## src/sense_trim_pkg.sv

```systemverilog
`default_nettype none

package sense_trim_pkg;

  // register indices; byte address is four times the index
  localparam logic [7:0] IDX_SECOND_VALUE = 8'h16;
  localparam logic [7:0] IDX_LOAD_VALUE = 8'h17;
  localparam logic [7:0] IDX_SECOND_TRIM = 8'h39;
  localparam logic [7:0] IDX_LOAD_TRIM = 8'h3a;
  localparam logic [7:0] IDX_LIGHT_LOAD_MASK = 8'h3b;
  localparam logic [7:0] IDX_LIGHT_LOAD_STATUS = 8'h3c;

  // trim register fields
  localparam int TRIM_SIGN_BIT = 7;
  localparam int TRIM_MAG_MSB = 6;
  localparam int TRIM_MAG_W = 7;

  // light-load register fields
  localparam int MASK_AUX_BIT = 7;
  localparam int MASK_D_BIT = 6;
  localparam int MASK_C_BIT = 5;
  localparam int MASK_B_BIT = 4;
  localparam int MASK_A_BIT = 3;
  localparam int THRESH_MSB = 2;
  localparam int THRESH_W = 3;

  // reset values
  localparam logic [7:0] SECOND_TRIM_RESET = 8'h00;
  localparam logic [7:0] LOAD_TRIM_RESET = 8'h00;
  localparam logic [7:0] LIGHT_LOAD_MASK_RESET = 8'h00;

  // light-load hysteresis, in millivolts across the sense pins
  localparam int HYST_MV = 8;

  // calibration target that software trims towards at 1 V input
  localparam logic [11:0] CAL_TARGET_CODE = 12'ha53;

  // AHB-Lite transfer types
  localparam logic [1:0] HTRANS_NONSEQ = 2'b10;
  localparam logic [1:0] HTRANS_SEQ = 2'b11;

endpackage : sense_trim_pkg

`default_nettype wire

```

## src/gain_trim_scale.sv

```systemverilog
`timescale 1ns/100ps
`default_nettype none

module gain_trim_scale #(
  parameter int DATA_W = 12,
  parameter int MAG_W = 7,
  parameter int SHIFT = 10
) (
  input wire logic ref_clk,
  input wire logic rst_n,
  input wire logic [DATA_W-1:0] raw,
  input wire logic negative,
  input wire logic [MAG_W-1:0] magnitude,
  output logic [DATA_W-1:0] scaled
);

  localparam int PROD_W = DATA_W + MAG_W;

  generate
    if (SHIFT < MAG_W || DATA_W < 2)
    begin : g_bad_params
      $error("gain_trim_scale: SHIFT must cover the magnitude width");
    end
  endgenerate

  typedef struct packed {
    logic [DATA_W-1:0] scaled;
  } state_t;

  state_t r;
  state_t next_r;
  logic [PROD_W-1:0] delta;
  logic [PROD_W:0] sum;

  ////////////////////////////////////////////////////////////////////////////
  always_comb
  begin
    next_r = r;
    delta = (PROD_W'(raw) * PROD_W'(magnitude)) >> SHIFT;
    // correction is a fraction of the reading; the sign bit picks direction
    if (negative)
    begin
      sum = {1'b0, PROD_W'(raw)} - {1'b0, delta};
      // clamp at zero instead of wrapping on a large negative trim
      next_r.scaled = sum[PROD_W] ? '0 : sum[DATA_W-1:0];
    end
    else
    begin
      sum = {1'b0, PROD_W'(raw)} + {1'b0, delta};
      next_r.scaled = (sum[PROD_W:DATA_W] != '0) ? '1 : sum[DATA_W-1:0];
    end
  end

  always_ff @(posedge ref_clk)
  begin
    if (!rst_n)
      r <= '0;
    else
      r <= next_r;
  end

  assign scaled = r.scaled;

endmodule : gain_trim_scale

`default_nettype wire

```

## src/sense_trim_light_load_ctrl.sv

```systemverilog
// Behaviour
// RULE_01: trim bit 7 set means negative correction
// RULE_02: second channel magnitude scales its ADC reading
// RULE_03: software trims second channel toward 2643 at 1V
// RULE_04: load channel magnitude scales its ADC reading
// RULE_05: software trims load channel toward 2643 at 1V
// RULE_06: software trims load gain before OV/UV trims
// RULE_07: mask bit 7 drops auxiliary output at light load
// RULE_08: mask bit 6 drops output D at light load
// RULE_09: mask bit 5 drops output C at light load
// RULE_10: mask bit 4 drops output B at light load
// RULE_11: mask bit 3 drops output A at light load
// RULE_12: hysteretic light-load compare gates rectifiers, selects filter; no filter here, the state is brought out on light_load_mode instead
// RULE_13: unmasked outputs switch normally; fields read back exactly
//
// Added by the designer: register access over AHB-Lite.
`timescale 1ns/100ps
`default_nettype none

module sense_trim_light_load_ctrl #(
  parameter int ADC_W = 12,
  parameter int CS_W = 12,
  parameter int TRIM_SHIFT = 10,
  parameter int COUNTS_PER_MV = 4,
  parameter int THRESH_STEP_COUNTS = 6
) (
  input wire logic ref_clk,
  input wire logic rst_n,
  // AHB-Lite slave
  input wire logic hsel,
  input wire logic [31:0] haddr,
  input wire logic [1:0] htrans,
  input wire logic hwrite,
  input wire logic [2:0] hsize,
  input wire logic [31:0] hwdata,
  input wire logic hready,
  output logic hreadyout,
  output logic hresp,
  output logic [31:0] hrdata,
  // raw readings from the converters
  input wire logic [ADC_W-1:0] second_voltage_sense_raw,
  input wire logic [ADC_W-1:0] load_voltage_sense_raw,
  input wire logic [CS_W-1:0] load_current_sense,
  // corrected readings
  output logic [ADC_W-1:0] second_voltage_sense_value,
  output logic [ADC_W-1:0] load_voltage_sense_value,
  // drive from the modulator
  input wire logic pwm_channel_a_in,
  input wire logic pwm_channel_b_in,
  input wire logic pwm_channel_c_in,
  input wire logic pwm_channel_d_in,
  input wire logic auxiliary_pwm_output_in,
  input wire logic sync_rectifier_drive_1_in,
  input wire logic sync_rectifier_drive_2_in,
  // gated drive
  output logic pwm_channel_a,
  output logic pwm_channel_b,
  output logic pwm_channel_c,
  output logic pwm_channel_d,
  output logic auxiliary_pwm_output,
  output logic sync_rectifier_drive_1,
  output logic sync_rectifier_drive_2,
  output logic light_load_mode
);

  localparam int CMP_W = CS_W + 2;
  localparam int HYST_COUNTS = sense_trim_pkg::HYST_MV * COUNTS_PER_MV;

  generate
    if (ADC_W > 32 || CS_W > 30 || ADC_W < 12 || COUNTS_PER_MV < 1)
    begin : g_bad_params
      $error("sense_trim_light_load_ctrl: unsupported widths or scale");
    end
  endgenerate

  typedef struct packed {
    logic [7:0] second_trim;
    logic [7:0] load_trim;
    logic [7:0] mask;
    logic light_load;
    logic wr_pend;
    logic [7:0] wr_idx;
    logic [31:0] rdata;
    logic out_a;
    logic out_b;
    logic out_c;
    logic out_d;
    logic out_aux;
    logic out_sr1;
    logic out_sr2;
  } state_t;

  state_t r;
  state_t next_r;
  logic addr_take;
  logic [7:0] idx;
  logic in_map;
  logic [CMP_W-1:0] thresh;
  logic [CMP_W-1:0] cs_ext;
  logic ll;

  ////////////////////////////////////////////////////////////////////////////
  // word index from the byte address; whether the upper address bits leave it in the map is checked separately
  function automatic logic [7:0] word_index(input logic [31:0] a);
    word_index = a[9:2];
  endfunction : word_index

  function automatic logic gate(input logic drive, input logic mask_bit,
                                input logic light);
    gate = drive & ~(mask_bit & light);
  endfunction : gate

  ////////////////////////////////////////////////////////////////////////////
  gain_trim_scale #(
    .DATA_W(ADC_W),
    .MAG_W(sense_trim_pkg::TRIM_MAG_W),
    .SHIFT(TRIM_SHIFT)
  ) u_second_scale (
    .ref_clk(ref_clk),
    .rst_n(rst_n),
    .raw(second_voltage_sense_raw),
    .negative(r.second_trim[sense_trim_pkg::TRIM_SIGN_BIT]), // see RULE_01
    .magnitude(r.second_trim[sense_trim_pkg::TRIM_MAG_MSB:0]), // see RULE_02
    .scaled(second_voltage_sense_value)
  );

  gain_trim_scale #(
    .DATA_W(ADC_W),
    .MAG_W(sense_trim_pkg::TRIM_MAG_W),
    .SHIFT(TRIM_SHIFT)
  ) u_load_scale (
    .ref_clk(ref_clk),
    .rst_n(rst_n),
    .raw(load_voltage_sense_raw),
    .negative(r.load_trim[sense_trim_pkg::TRIM_SIGN_BIT]), // see RULE_01
    .magnitude(r.load_trim[sense_trim_pkg::TRIM_MAG_MSB:0]), // see RULE_04
    .scaled(load_voltage_sense_value)
  );

  ////////////////////////////////////////////////////////////////////////////
  always_comb
  begin
    next_r = r;
    addr_take = hsel && hready && (htrans == sense_trim_pkg::HTRANS_NONSEQ ||
                                   htrans == sense_trim_pkg::HTRANS_SEQ);
    idx = word_index(haddr);
    in_map = (haddr[31:10] == '0);

    // data phase of a write; the low eight bits land so field readback is exact
    if (r.wr_pend)
    begin
      unique case (r.wr_idx)
        sense_trim_pkg::IDX_SECOND_TRIM: next_r.second_trim = hwdata[7:0];
        sense_trim_pkg::IDX_LOAD_TRIM: next_r.load_trim = hwdata[7:0];
        sense_trim_pkg::IDX_LIGHT_LOAD_MASK: next_r.mask = hwdata[7:0];
        default: ; // read-only or unmapped: write ignored
      endcase // see RULE_13
    end
    next_r.wr_pend = addr_take && hwrite && in_map;
    next_r.wr_idx = idx;

    // read data is taken from the updated copy, so a read right behind a
    // write to the same word sees the new value
    if (addr_take && !hwrite)
    begin
      next_r.rdata = '0;
      if (in_map)
      begin
        unique case (idx)
          sense_trim_pkg::IDX_SECOND_VALUE:
            next_r.rdata[ADC_W-1:0] = second_voltage_sense_value;
          sense_trim_pkg::IDX_LOAD_VALUE:
            next_r.rdata[ADC_W-1:0] = load_voltage_sense_value;
          sense_trim_pkg::IDX_SECOND_TRIM:
            next_r.rdata[7:0] = next_r.second_trim; // see RULE_13
          sense_trim_pkg::IDX_LOAD_TRIM:
            next_r.rdata[7:0] = next_r.load_trim; // see RULE_13
          sense_trim_pkg::IDX_LIGHT_LOAD_MASK:
            next_r.rdata[7:0] = next_r.mask; // see RULE_13
          sense_trim_pkg::IDX_LIGHT_LOAD_STATUS:
            next_r.rdata[0] = r.light_load;
          default: ;
        endcase
      end
    end

    // threshold from the low mask field, hysteresis above it
    thresh = CMP_W'(r.mask[sense_trim_pkg::THRESH_MSB:0]) *
             CMP_W'(THRESH_STEP_COUNTS);
    cs_ext = CMP_W'(load_current_sense);
    ll = r.light_load;
    if (!r.light_load && cs_ext < thresh)
      ll = 1'b1; // see RULE_12
    else if (r.light_load && cs_ext >= thresh + CMP_W'(HYST_COUNTS))
      ll = 1'b0; // see RULE_12
    next_r.light_load = ll;

    // an output with its mask bit clear passes regardless of load
    next_r.out_aux = gate(auxiliary_pwm_output_in,
                          r.mask[sense_trim_pkg::MASK_AUX_BIT],
                          r.light_load); // see RULE_07
    next_r.out_d = gate(pwm_channel_d_in, r.mask[sense_trim_pkg::MASK_D_BIT],
                        r.light_load); // see RULE_08
    next_r.out_c = gate(pwm_channel_c_in, r.mask[sense_trim_pkg::MASK_C_BIT],
                        r.light_load); // see RULE_09
    next_r.out_b = gate(pwm_channel_b_in, r.mask[sense_trim_pkg::MASK_B_BIT],
                        r.light_load); // see RULE_10
    next_r.out_a = gate(pwm_channel_a_in, r.mask[sense_trim_pkg::MASK_A_BIT],
                        r.light_load); // see RULE_11, see RULE_13
    // rectifiers always drop at light load, no mask involved
    next_r.out_sr1 = gate(sync_rectifier_drive_1_in, 1'b1,
                          r.light_load); // see RULE_12
    next_r.out_sr2 = gate(sync_rectifier_drive_2_in, 1'b1,
                          r.light_load); // see RULE_12
  end

  always_ff @(posedge ref_clk)
  begin
    if (!rst_n)
    begin
      r <= '0;
      r.second_trim <= sense_trim_pkg::SECOND_TRIM_RESET;
      r.load_trim <= sense_trim_pkg::LOAD_TRIM_RESET;
      r.mask <= sense_trim_pkg::LIGHT_LOAD_MASK_RESET;
    end
    else
      r <= next_r;
  end

  ////////////////////////////////////////////////////////////////////////////
  // zero wait states, always OKAY
  assign hreadyout = 1'b1;
  assign hresp = 1'b0;
  assign hrdata = r.rdata;
  assign pwm_channel_a = r.out_a;
  assign pwm_channel_b = r.out_b;
  assign pwm_channel_c = r.out_c;
  assign pwm_channel_d = r.out_d;
  assign auxiliary_pwm_output = r.out_aux;
  assign sync_rectifier_drive_1 = r.out_sr1;
  assign sync_rectifier_drive_2 = r.out_sr2;
  assign light_load_mode = r.light_load;

endmodule : sense_trim_light_load_ctrl

`default_nettype wire

```

## config.mk

```make
export PLATFORM = sky130hd
export DESIGN_NAME = sense_trim_light_load_ctrl
export DESIGN_NICKNAME = d
export VERILOG_FILES = /design/src/sense_trim_pkg.sv /design/src/gain_trim_scale.sv /design/src/sense_trim_light_load_ctrl.sv
export SDC_FILE = /design/constraint.sdc
export NUM_CORES = 1
export LEC_CHECK = 0
export ABC_AREA = 0
export ABC_CLOCK_PERIOD_IN_PS = 15100
export BUFFER_PORTS_ARGS = -buffer_cell sky130_fd_sc_hd__buf_2
export CORE_ASPECT_RATIO = 0.9
export CORE_UTILIZATION = 48
export CTS_CLUSTER_SIZE = 12
export DETAILED_ROUTE_END_ITERATION = 7
export GPL_TIMING_DRIVEN = 0
export PLACE_DENSITY_LB_ADDON = 0.12
export SYNTH_ARGS = -nofsm -noshare
export SYNTH_HDL_FRONTEND = slang
export SYNTH_SLANG_ARGS = --single-unit
```

## constraint.sdc

```tcl
create_clock -name ref_clk -period 15.1 [get_ports ref_clk]
set_input_delay 0.755 -clock ref_clk [delete_from_list [all_inputs] [get_ports ref_clk]]
set_output_delay 0.755 -clock ref_clk [all_outputs]
set_load 0.1 [all_outputs]
```

# Word-level counts from Yosys, hierarchy flattened
# Index checks and enable logic that the tools add are counted.
# W data, S select, Z words.
# op_classes
add_sub_neg,5
multipliers,3
magnitude_cmp,2
eq_ne,11
n_mux,16
bitwise_logic,18
n_reduce_logical,14
# op_table
op,n
$mux W12,7
$eq A8 B6 Y1 const B,7
$mul A12 B7 Y19,2
$pmux W7 S5,1
$add A12 B9 Y13,2
$sub A12 B9 Y13,2
$mux W24,1
$mux W8,3
$logic_not A22 Y1,1
$eq A8 B5 Y1 const B,2
$reduce_bool A8 Y1,2
$and A1 B1 Y1,12
$ge A12 B7 Y1,1
$lt A12 B6 Y1,1
$pmux W4 S2,1
$add A6 B6 Y7 const B,1
$logic_and A1 B1 Y1,7
$not A1 Y1,6
$pmux W1 S6,1
$mul A3 B2 Y5 const B,1
$eq A2 B2 Y1 const B,2
$logic_not A1 Y1,2
$mux W1,2
$reduce_bool A2 Y1,1
$logic_or A1 B1 Y1,1
# totals
register_bits,77
inputBits,117
out_inout_bits,66
elab_cells,85

# Longest topological paths before layout
# Gate-level depths: netlist of the first run.
# depth
ltp_word,6
depth_mapped,28
ltp_nobuf,25

# Modules after synthesis
# Synthesis of the first run repeated with hierarchy kept, for this count alone.
# unflattened
hier_cells,1281
area_unflattened_um2,11071.9
# modules_own_cells
mod,n_inst,cells_per_inst,area_per_inst_um2,seq_area_each_um2
gain_trim_scale at u_load_scale,1,474,4108.9,240.2
gain_trim_scale at u_second_scale,1,494,4020.1,240.2
sense_trim_light_load_ctrl,1,313,2942.8,1061.0

# Worst setup path before layout of the first run
# Ideal clock, no wire load.
# synth_path
path_type,input -> register
startpoint,input second_voltage_sense_raw[9]
endpoint,"register u_second_scale.r, in the netlist u_second_scale.scaled[7]"
setup_time_ns,0.092
arrival_ns,6.640
required_time_ns,15.008
slack_ns,8.368
cell_stages,25
path_buffers,3
cell_sequence,clkbuf_1 -> clkbuf_1 -> nand2_1 -> fa_1 -> fa_1 -> inv_1 -> fa_1 -> inv_1 -> fa_1 -> inv_1 -> ha_1 -> a21oi_1 -> o22ai_1 -> or3_4 -> a21o_1 -> a221o_2 -> xnor2_2 -> ha_1 -> inv_1 -> a2111oi_0 -> o21ai_1 -> nand3_1 -> buf_2 -> nor2_1 -> nor4_1
# synth_via
elab_chain_len,5
word_cells_on_any_way,7
cone_classes,2 x add/sub; 1 x mul; 3 x mux; 1 x reduce/logical
# synth_lines
item,line,rtl
start: declaration,sense_trim_light_load_ctrl.sv:41,"input wire logic [ADC_W-1:0] second_voltage_sense_raw,"
$mul A12 B7 Y19,gain_trim_scale.sv:39,delta = (PROD_W'(raw) * PROD_W'(magnitude)) >> SHIFT;
$add A12 B9 Y13,gain_trim_scale.sv:49,"sum = {1'b0, PROD_W'(raw)} + {1'b0, delta};"
$reduce_bool A8 Y1,gain_trim_scale.sv:50,next_r.scaled = (sum[PROD_W:DATA_W] != '0) ? '1 : sum[DATA_W-1:0];
$mux W12,gain_trim_scale.sv:50,
$mux W12 (*),gain_trim_scale.sv:41,if (negative)
end signal: assignment,gain_trim_scale.sv:59,r <= next_r;
end: declaration,gain_trim_scale.sv:30,state_t r;
# Mark *: on every way between the ends. The rest lies on a longest branch, timed or not.
# A chain may end at the register's enable or synchronous reset.

# Worst setup path after layout of the first run
# layout_path
startpoint,input second_voltage_sense_raw[9]
endpoint,"register u_second_scale.r, in the netlist u_second_scale.scaled[2]"
# Same word-level chain as after synthesis.

==> impl_metrics.tcl, run 1 <==
set metrics [dict create \
    status "completed" \
    portBuffers 126 \
    ir_drop_v 0.0000450 \
    yosysWarnings 0 \
    crit_chain "clkbuf_1, clkbuf_1, nand2_1, fa_1, fa_1, inv_1, fa_1, inv_1, fa_1, inv_1, ha_1, nand3_1, o22ai_1, nor3_1, o21ai_0, a21oi_1, xnor2_1, ha_1, inv_1, a2111oi_0, a221oi_1, nand2b_1, o21ai_1, a21oi_1" \
    drc_errors 0 \
    hold_viol_final 0 \
    grt-ovfl-total 0 \
    cts_buffers 9 \
    antenna_left 0 \
    grt_usage_pct 24.8 \
    die_y_um 142 \
    viasPerCell 5.26 \
    drive_gt1_share_pct 15.6 \
    hold_ws_ps 434 \
    clk_pin_slew_worst_paths_ps 50 \
    synth_flop_cell "dfxtp_1" \
    hold_start "r[56]$_SDFF_PN0_" \
    r2r_end "u_second_scale.scaled[2]$_SDFF_PN0_" \
    fmax_mhz 134 \
    cts.sinks 77 \
    grt_antenna_before_repair 2 \
    die_area_mm2 0.0224 \
    ios 183 \
    max_stage_delay_ps 570 \
    place_congestion 0.866 \
    drtPass1Iterations 5 \
    reg2reg_slack_ps 7870 \
    fill_cells 2014 \
    synth.avg_cell_area_um2 8.51 \
    grt_pass1_vias 8614 \
    reg2reg_from "r[68]$_SDFF_PN0_" \
    hold_path.class "reg -> reg" \
    area_delta_synth_final_pct 12.8 \
    htreeDepth 3 \
    cp_data_required_time_ps 15290 \
    period_share_pct 49.4 \
    cts-resized-gates 0 \
    nNetsFinal 1719 \
    grt_first_pass_wirelength_um 43700 \
    multiInputGateArea_mm2 0.00788 \
    netlist_instances 1227 \
    regArea_mm2 0.00154 \
    core_area_mm2 0.0211 \
    crit_family "adder cells" \
    finalSetupViolations 0 \
    p_leak_nw 6.09 \
    r2r_cells 23 \
    first_iter_violations 366 \
    grt_max_degree 12 \
    cts_root_buf "clkbuf_16" \
    cpMaxStageDelayCell "a2111oi_0" \
    async_flop_share_pct 0 \
    synth-edff-count 0 \
    die_w_um 158 \
    clock_skew_ps 6.96 \
    arrival_ps 7640 \
    synthTopCellsByArea "fa_1, dfxtp_1, ha_1, and2_1, inv_1" \
    max_cap_viol_count 0 \
    worstSetupStartpointType "primary input" \
    synth_area_mm2 0.0104 \
    setup_tns_ps 0 \
    cts_hold_buf 0 \
    cellPowerDensity_mw_per_mm2 46.3 \
    finalCriticalPeriod_ps 7460 \
    utilization_pct 55.9 \
    synth_top_cell_by_area "fa_1" \
    vias 8822 \
    rsz0062_at_grt "no" \
    min_to "auxiliary_pwm_output$_SDFF_PN0_" \
    drv_slew 0 \
    hpwl_um 21600 \
    yosys.area.top_type_share_pct 19.4 \
    criticalPathCategory "in -> reg" \
    worstMarginPinSlew_ps 709 \
    wl_um 26500 \
    post_cts_buffers 0 \
    start_util_pct 49.5 \
    whs_path_depth 1 \
    ys_seq_area_share_pct 14.8 \
    critPathBufInv 6 \
    cp_max_fo 10 \
    synth_cell_type_count 89 \
    wire_per_inst_um 15.8 \
    clock_path_buffers 2 \
    slew_headroom_pct 52.7 \
    clk_latency_ps 330 \
    cp-end-kind "register" \
    cts_tree "built" \
    ys_ff_latch 77 \
    row_count 50 \
]
[placed cells by master, fill, tap and decap left out, drive strengths merged, types with 7 or more instances in the layout]
cell      n
o221ai   17
nor3     11
dfxtp    77
and3     10
fa      101
a21oi    56
xor2     11
clkbuf   55
nand3    11
a21o     14
o21a     13
nor2b     7
o31a      9
or3       8
nand2b   14
nand4     9
nand2    93
nor2     79
conb     22
mux2i    35
buf     166
inv     173
and2    126
o21ai    30
ha      117
xnor2    24
nor4     13
[metal layers]
layer	routed length, um	track usage (%)	vias up
met5	25	0	-
met1	12500	33.4	4231
li1	-	-	4326
met4	256	3.93	4
met3	1480	3.84	23
met2	12300	42.5	238
[report_power, final]
part | internal, mW | switching (mW) | total (mW)
Sequential | 0.209 | 0.00419 | 0.213
Clock | 0.120 | 0.0790 | 0.199
Combinational | 0.0327 | 0.100 | 0.133
Total | 0.362 | 0.183 | 0.545
[synth_stat cells (all sizes together), types with 30 or more instances]
cell type	instances
dfxtp	77
clkbuf	40
inv	173
nand2	93
fa	101
o21ai	30
mux2i	35
buf	40
nor2	79
ha	117
a21oi	56
and2	126
[flip-flops by register name, summed over array words and instances (netlist names), 12 cells and up]
signal / count
r: 33
hrdata: 12
u_second_scale.scaled: 12
u_load_scale.scaled: 12
[kinds of logic after synthesis]
family	share of synthesized area (%)
flops	14.8
buf+inv	10.5
mux	3.89
compound gates	13.7
fa+ha+maj	33.4
simple gates	20.7
other cells	0.0719
xor+xnor	3.01
[area by class of cell]
type	instances	area share, %
multi-input combinational	916	66.9
sequential	77	13.1
inverter	174	5.54
timing repair buffer	126	5.35
buffer	80	3.79
tap	286	3.04
clock buffer	15	2.27
clock inverter	1	0.0425
antenna	1	0.0212
[worst max-delay path by stage]
stage | startpoint | endpoint | slack, ps | cells after the start
after floorplan | second_voltage_sense_raw[9] | u_second_scale.scaled[7]$_SDFF_PN0_ | 8370 | 25
after global placement | second_voltage_sense_raw[9] | u_second_scale.scaled[7]$_SDFF_PN0_ | 7430 | 24
after detailed placement | second_voltage_sense_raw[9] | u_second_scale.scaled[7]$_SDFF_PN0_ | 7440 | 24
after CTS | second_voltage_sense_raw[9] | u_second_scale.scaled[2]$_SDFF_PN0_ | 7720 | 24
after global routing | second_voltage_sense_raw[9] | u_second_scale.scaled[7]$_SDFF_PN0_ | 7130 | 24
final | second_voltage_sense_raw[9] | u_second_scale.scaled[2]$_SDFF_PN0_ | 7640 | 24
[stage by stage]
step | area, um2 | instances | power [mW] | worst slack [ps]
after global placement | 11500 | 1659 | 0.349 | 7430
after CTS | 11800 | 1675 | 0.548 | 7720
final | 11800 | 1676 | 0.545 | 7640
after floorplan | 10500 | 1247 | 0.312 | 8370
after detailed placement | 11500 | 1659 | 0.350 | 7440
after global routing | 11800 | 1675 | 0.566 | 7130
Note: power is estimated with default switching activity, not from simulation.
==> run 2, diff against run 1 <==
--- a/config.mk
+++ b/config.mk
@@ -6,7 +6,7 @@
 export NUM_CORES = 1
 export LEC_CHECK = 0
 export ABC_AREA = 0
-export ABC_CLOCK_PERIOD_IN_PS = 15100
+export ABC_CLOCK_PERIOD_IN_PS = 7650
 export BUFFER_PORTS_ARGS = -buffer_cell sky130_fd_sc_hd__buf_2
 export CORE_ASPECT_RATIO = 0.9
 export CORE_UTILIZATION = 48
==> constraint.sdc (replaced) <==
create_clock -name ref_clk -period 7.65 [get_ports ref_clk]
set_input_delay 0.3825 -clock ref_clk [delete_from_list [all_inputs] [get_ports ref_clk]]
set_output_delay 0.3825 -clock ref_clk [all_outputs]
set_load 0.1 [all_outputs]
==> impl_metrics.tcl, run 2 (synthesis gave the netlist of run 1 again) <==
set metrics [dict create \
    status "completed" \
    r2r_cells 23 \
    hold_viol_final 0 \
    viasPerCell 5.26 \
    cts_tree "built" \
    cpMaxStageDelayCell "a2111oi_0" \
    hpwl_um 21600 \
    cpMostUsedCell "fa_1" \
    grt_pass1_vias 8614 \
    wl_um 26400 \
    reg2reg_from "r[71]$_SDFF_PN0_" \
    portBuffers 126 \
    row_count 50 \
    final_cell_area_mm2 0.0118 \
    cp-end-kind "register" \
    wl_met3_um 1590 \
    grt_antenna_before_repair 2 \
    start_util_pct 49.5 \
    die_w_um 158 \
    wire_per_inst_um 15.8 \
    slew_headroom_pct 52.3 \
    largest_reg_flops 33 \
    stdcell_count 1676 \
    fmax_mhz 139 \
    core_area_mm2 0.0211 \
    clk_pin_slew_worst_paths_ps 60 \
    largest_register "r" \
    clock_skew_ps 6.12 \
    pre_cts_slack_ps 359 \
    worstMarginPinSlew_ps 715 \
    drv_slew 0 \
    worstSetupStartpointType "register" \
    drive_gt1_share_pct 15.7 \
    dp_cells 1659 \
    r2r_end "u_second_scale.scaled[9]$_SDFF_PN0_" \
    setup_tns_ps 0 \
    drc_errors 0 \
    critPathLaunch "r[71]$_SDFF_PN0_" \
    arrival_ps 7400 \
    dpl_cell_area_mm2 0.0115 \
    cp_max_fo 10 \
    cts_root_buf "clkbuf_16" \
    clock_path_buffers 2 \
    max_cap_viol_count 0 \
    ios 183 \
    antenna_left 0 \
    final_common_cell "inv_1" \
    area_delta_synth_final_pct 12.9 \
    die_y_um 142 \
    crit_chain "clkbuf_1, and2_1, fa_1, fa_1, fa_1, inv_1, fa_1, inv_1, ha_1, nand2_1, o21a_1, o22ai_1, nor3_1, o21ai_0, a21oi_1, xnor2_1, ha_1, inv_1, a2111oi_0, a221oi_1, nand2b_1, and3_1, o31a_1" \
    final_cell_mix "inv_1, buf_2, and2_1" \
    wl_met1_um 12300 \
    fill_cells 2016 \
    hold_path.class "in -> reg" \
    grt-ovfl-total 0 \
    finalSetupViolations 0 \
    place_congestion 0.866 \
    routed.top_layer "met5" \
    ir_drop_v 0.0000884 \
    max_stage_delay_ps 620 \
    nNetsFinal 1719 \
    setup_ws_ps 465 \
    cellPowerDensity_mw_per_mm2 91.3 \
    htreeDepth 3 \
    endpoint "u_second_scale.scaled[9]$_SDFF_PN0_" \
    die_area_mm2 0.0224 \
    criticalPathCategory "reg -> reg" \
    period_share_pct 93.9 \
    reg2reg_slack_ps 470 \
    cp_data_required_time_ps 7860 \
    grt_max_degree 12 \
    wl_met2_um 12200 \
    grt_first_pass_wirelength_um 43700 \
    rsz0062_at_grt "no" \
    p_leak_nw 6.09 \
    first_iter_violations 403 \
    cts.sinks 77 \
    clk_latency_ps 330 \
    vias 8817 \
    grt_usage_pct 24.8 \
    cts_hold_buf 0 \
    cts_buffers 9 \
    drtPass1Iterations 5 \
    finalCriticalPeriod_ps 7180 \
]
run 2: final cells by class:
class | count | area (um2) | area share, %
Buffer | 80 | 448 | 3.80
Clock buffer | 15 | 268 | 2.27
Multi-Input combinational cell | 916 | 7880 | 66.9
Sequential cell | 77 | 1540 | 13.1
Inverter | 174 | 653 | 5.54
Clock inverter | 1 | 5.00 | 0.0424
Tap cell | 286 | 358 | 3.04
Antenna cell | 1 | 2.50 | 0.0212
Timing Repair Buffer | 126 | 631 | 5.35
run 2: timing repair:
action                                  4_1_cts  5_1_grt
endpoints found under the setup margin        0        6
resized for setup                             0        3
setup buffers                                 0        0
run 2: worst min path at each step:
stage | from | end | slack, ps | depth (start not counted)
after floorplan | r[56]$_SDFF_PN0_ | auxiliary_pwm_output$_SDFF_PN0_ | 410 | 1
after global placement | r[53]$_SDFF_PN0_ | pwm_channel_b$_SDFF_PN0_ | 420 | 1
after detailed placement | r[53]$_SDFF_PN0_ | pwm_channel_b$_SDFF_PN0_ | 430 | 1
after CTS | pwm_channel_b_in | pwm_channel_b$_SDFF_PN0_ | 260 | 3
after global routing | pwm_channel_b_in | pwm_channel_b$_SDFF_PN0_ | 260 | 3
final | pwm_channel_b_in | pwm_channel_b$_SDFF_PN0_ | 270 | 3
run 2: report_power, final:
| part | total [mW] | internal, mW | switching, mW |
|---|---|---|---|
| Combinational | 0.263 | 0.0645 | 0.198 |
| Clock | 0.393 | 0.237 | 0.156 |
| Sequential | 0.421 | 0.412 | 0.00824 |
run 2: critical path: cells and delay by family, from the launching register on:
family                   cells  cell delay, ps
adder cells (fa/ha/maj)      6            2700
AND/OR/NAND/NOR              5             990
XOR/XNOR                     1             150
buffers and inverters        4             650
flip-flops                   1             460
AO/OA/AOI/OAI                7            2100
run 2: stage by stage:
stage          utilization, %  hold slack (ps)  power (mW)
4_1_cts                  55.9              257        1.08
5_1_grt                  55.9              264        1.12
2_1_floorplan               -              407       0.616
3_5_place_dp             54.6              427       0.690
6_report                 55.9              266        1.08
3_3_place_gp             54.6              424       0.689
run 2: per-layer routing:
metal	vias to the layer above	GRT usage, %
met4	4	3.93
met3	28	3.84
met5	-	0
li1	4323	-
met2	254	42.5
met1	4208	33.4
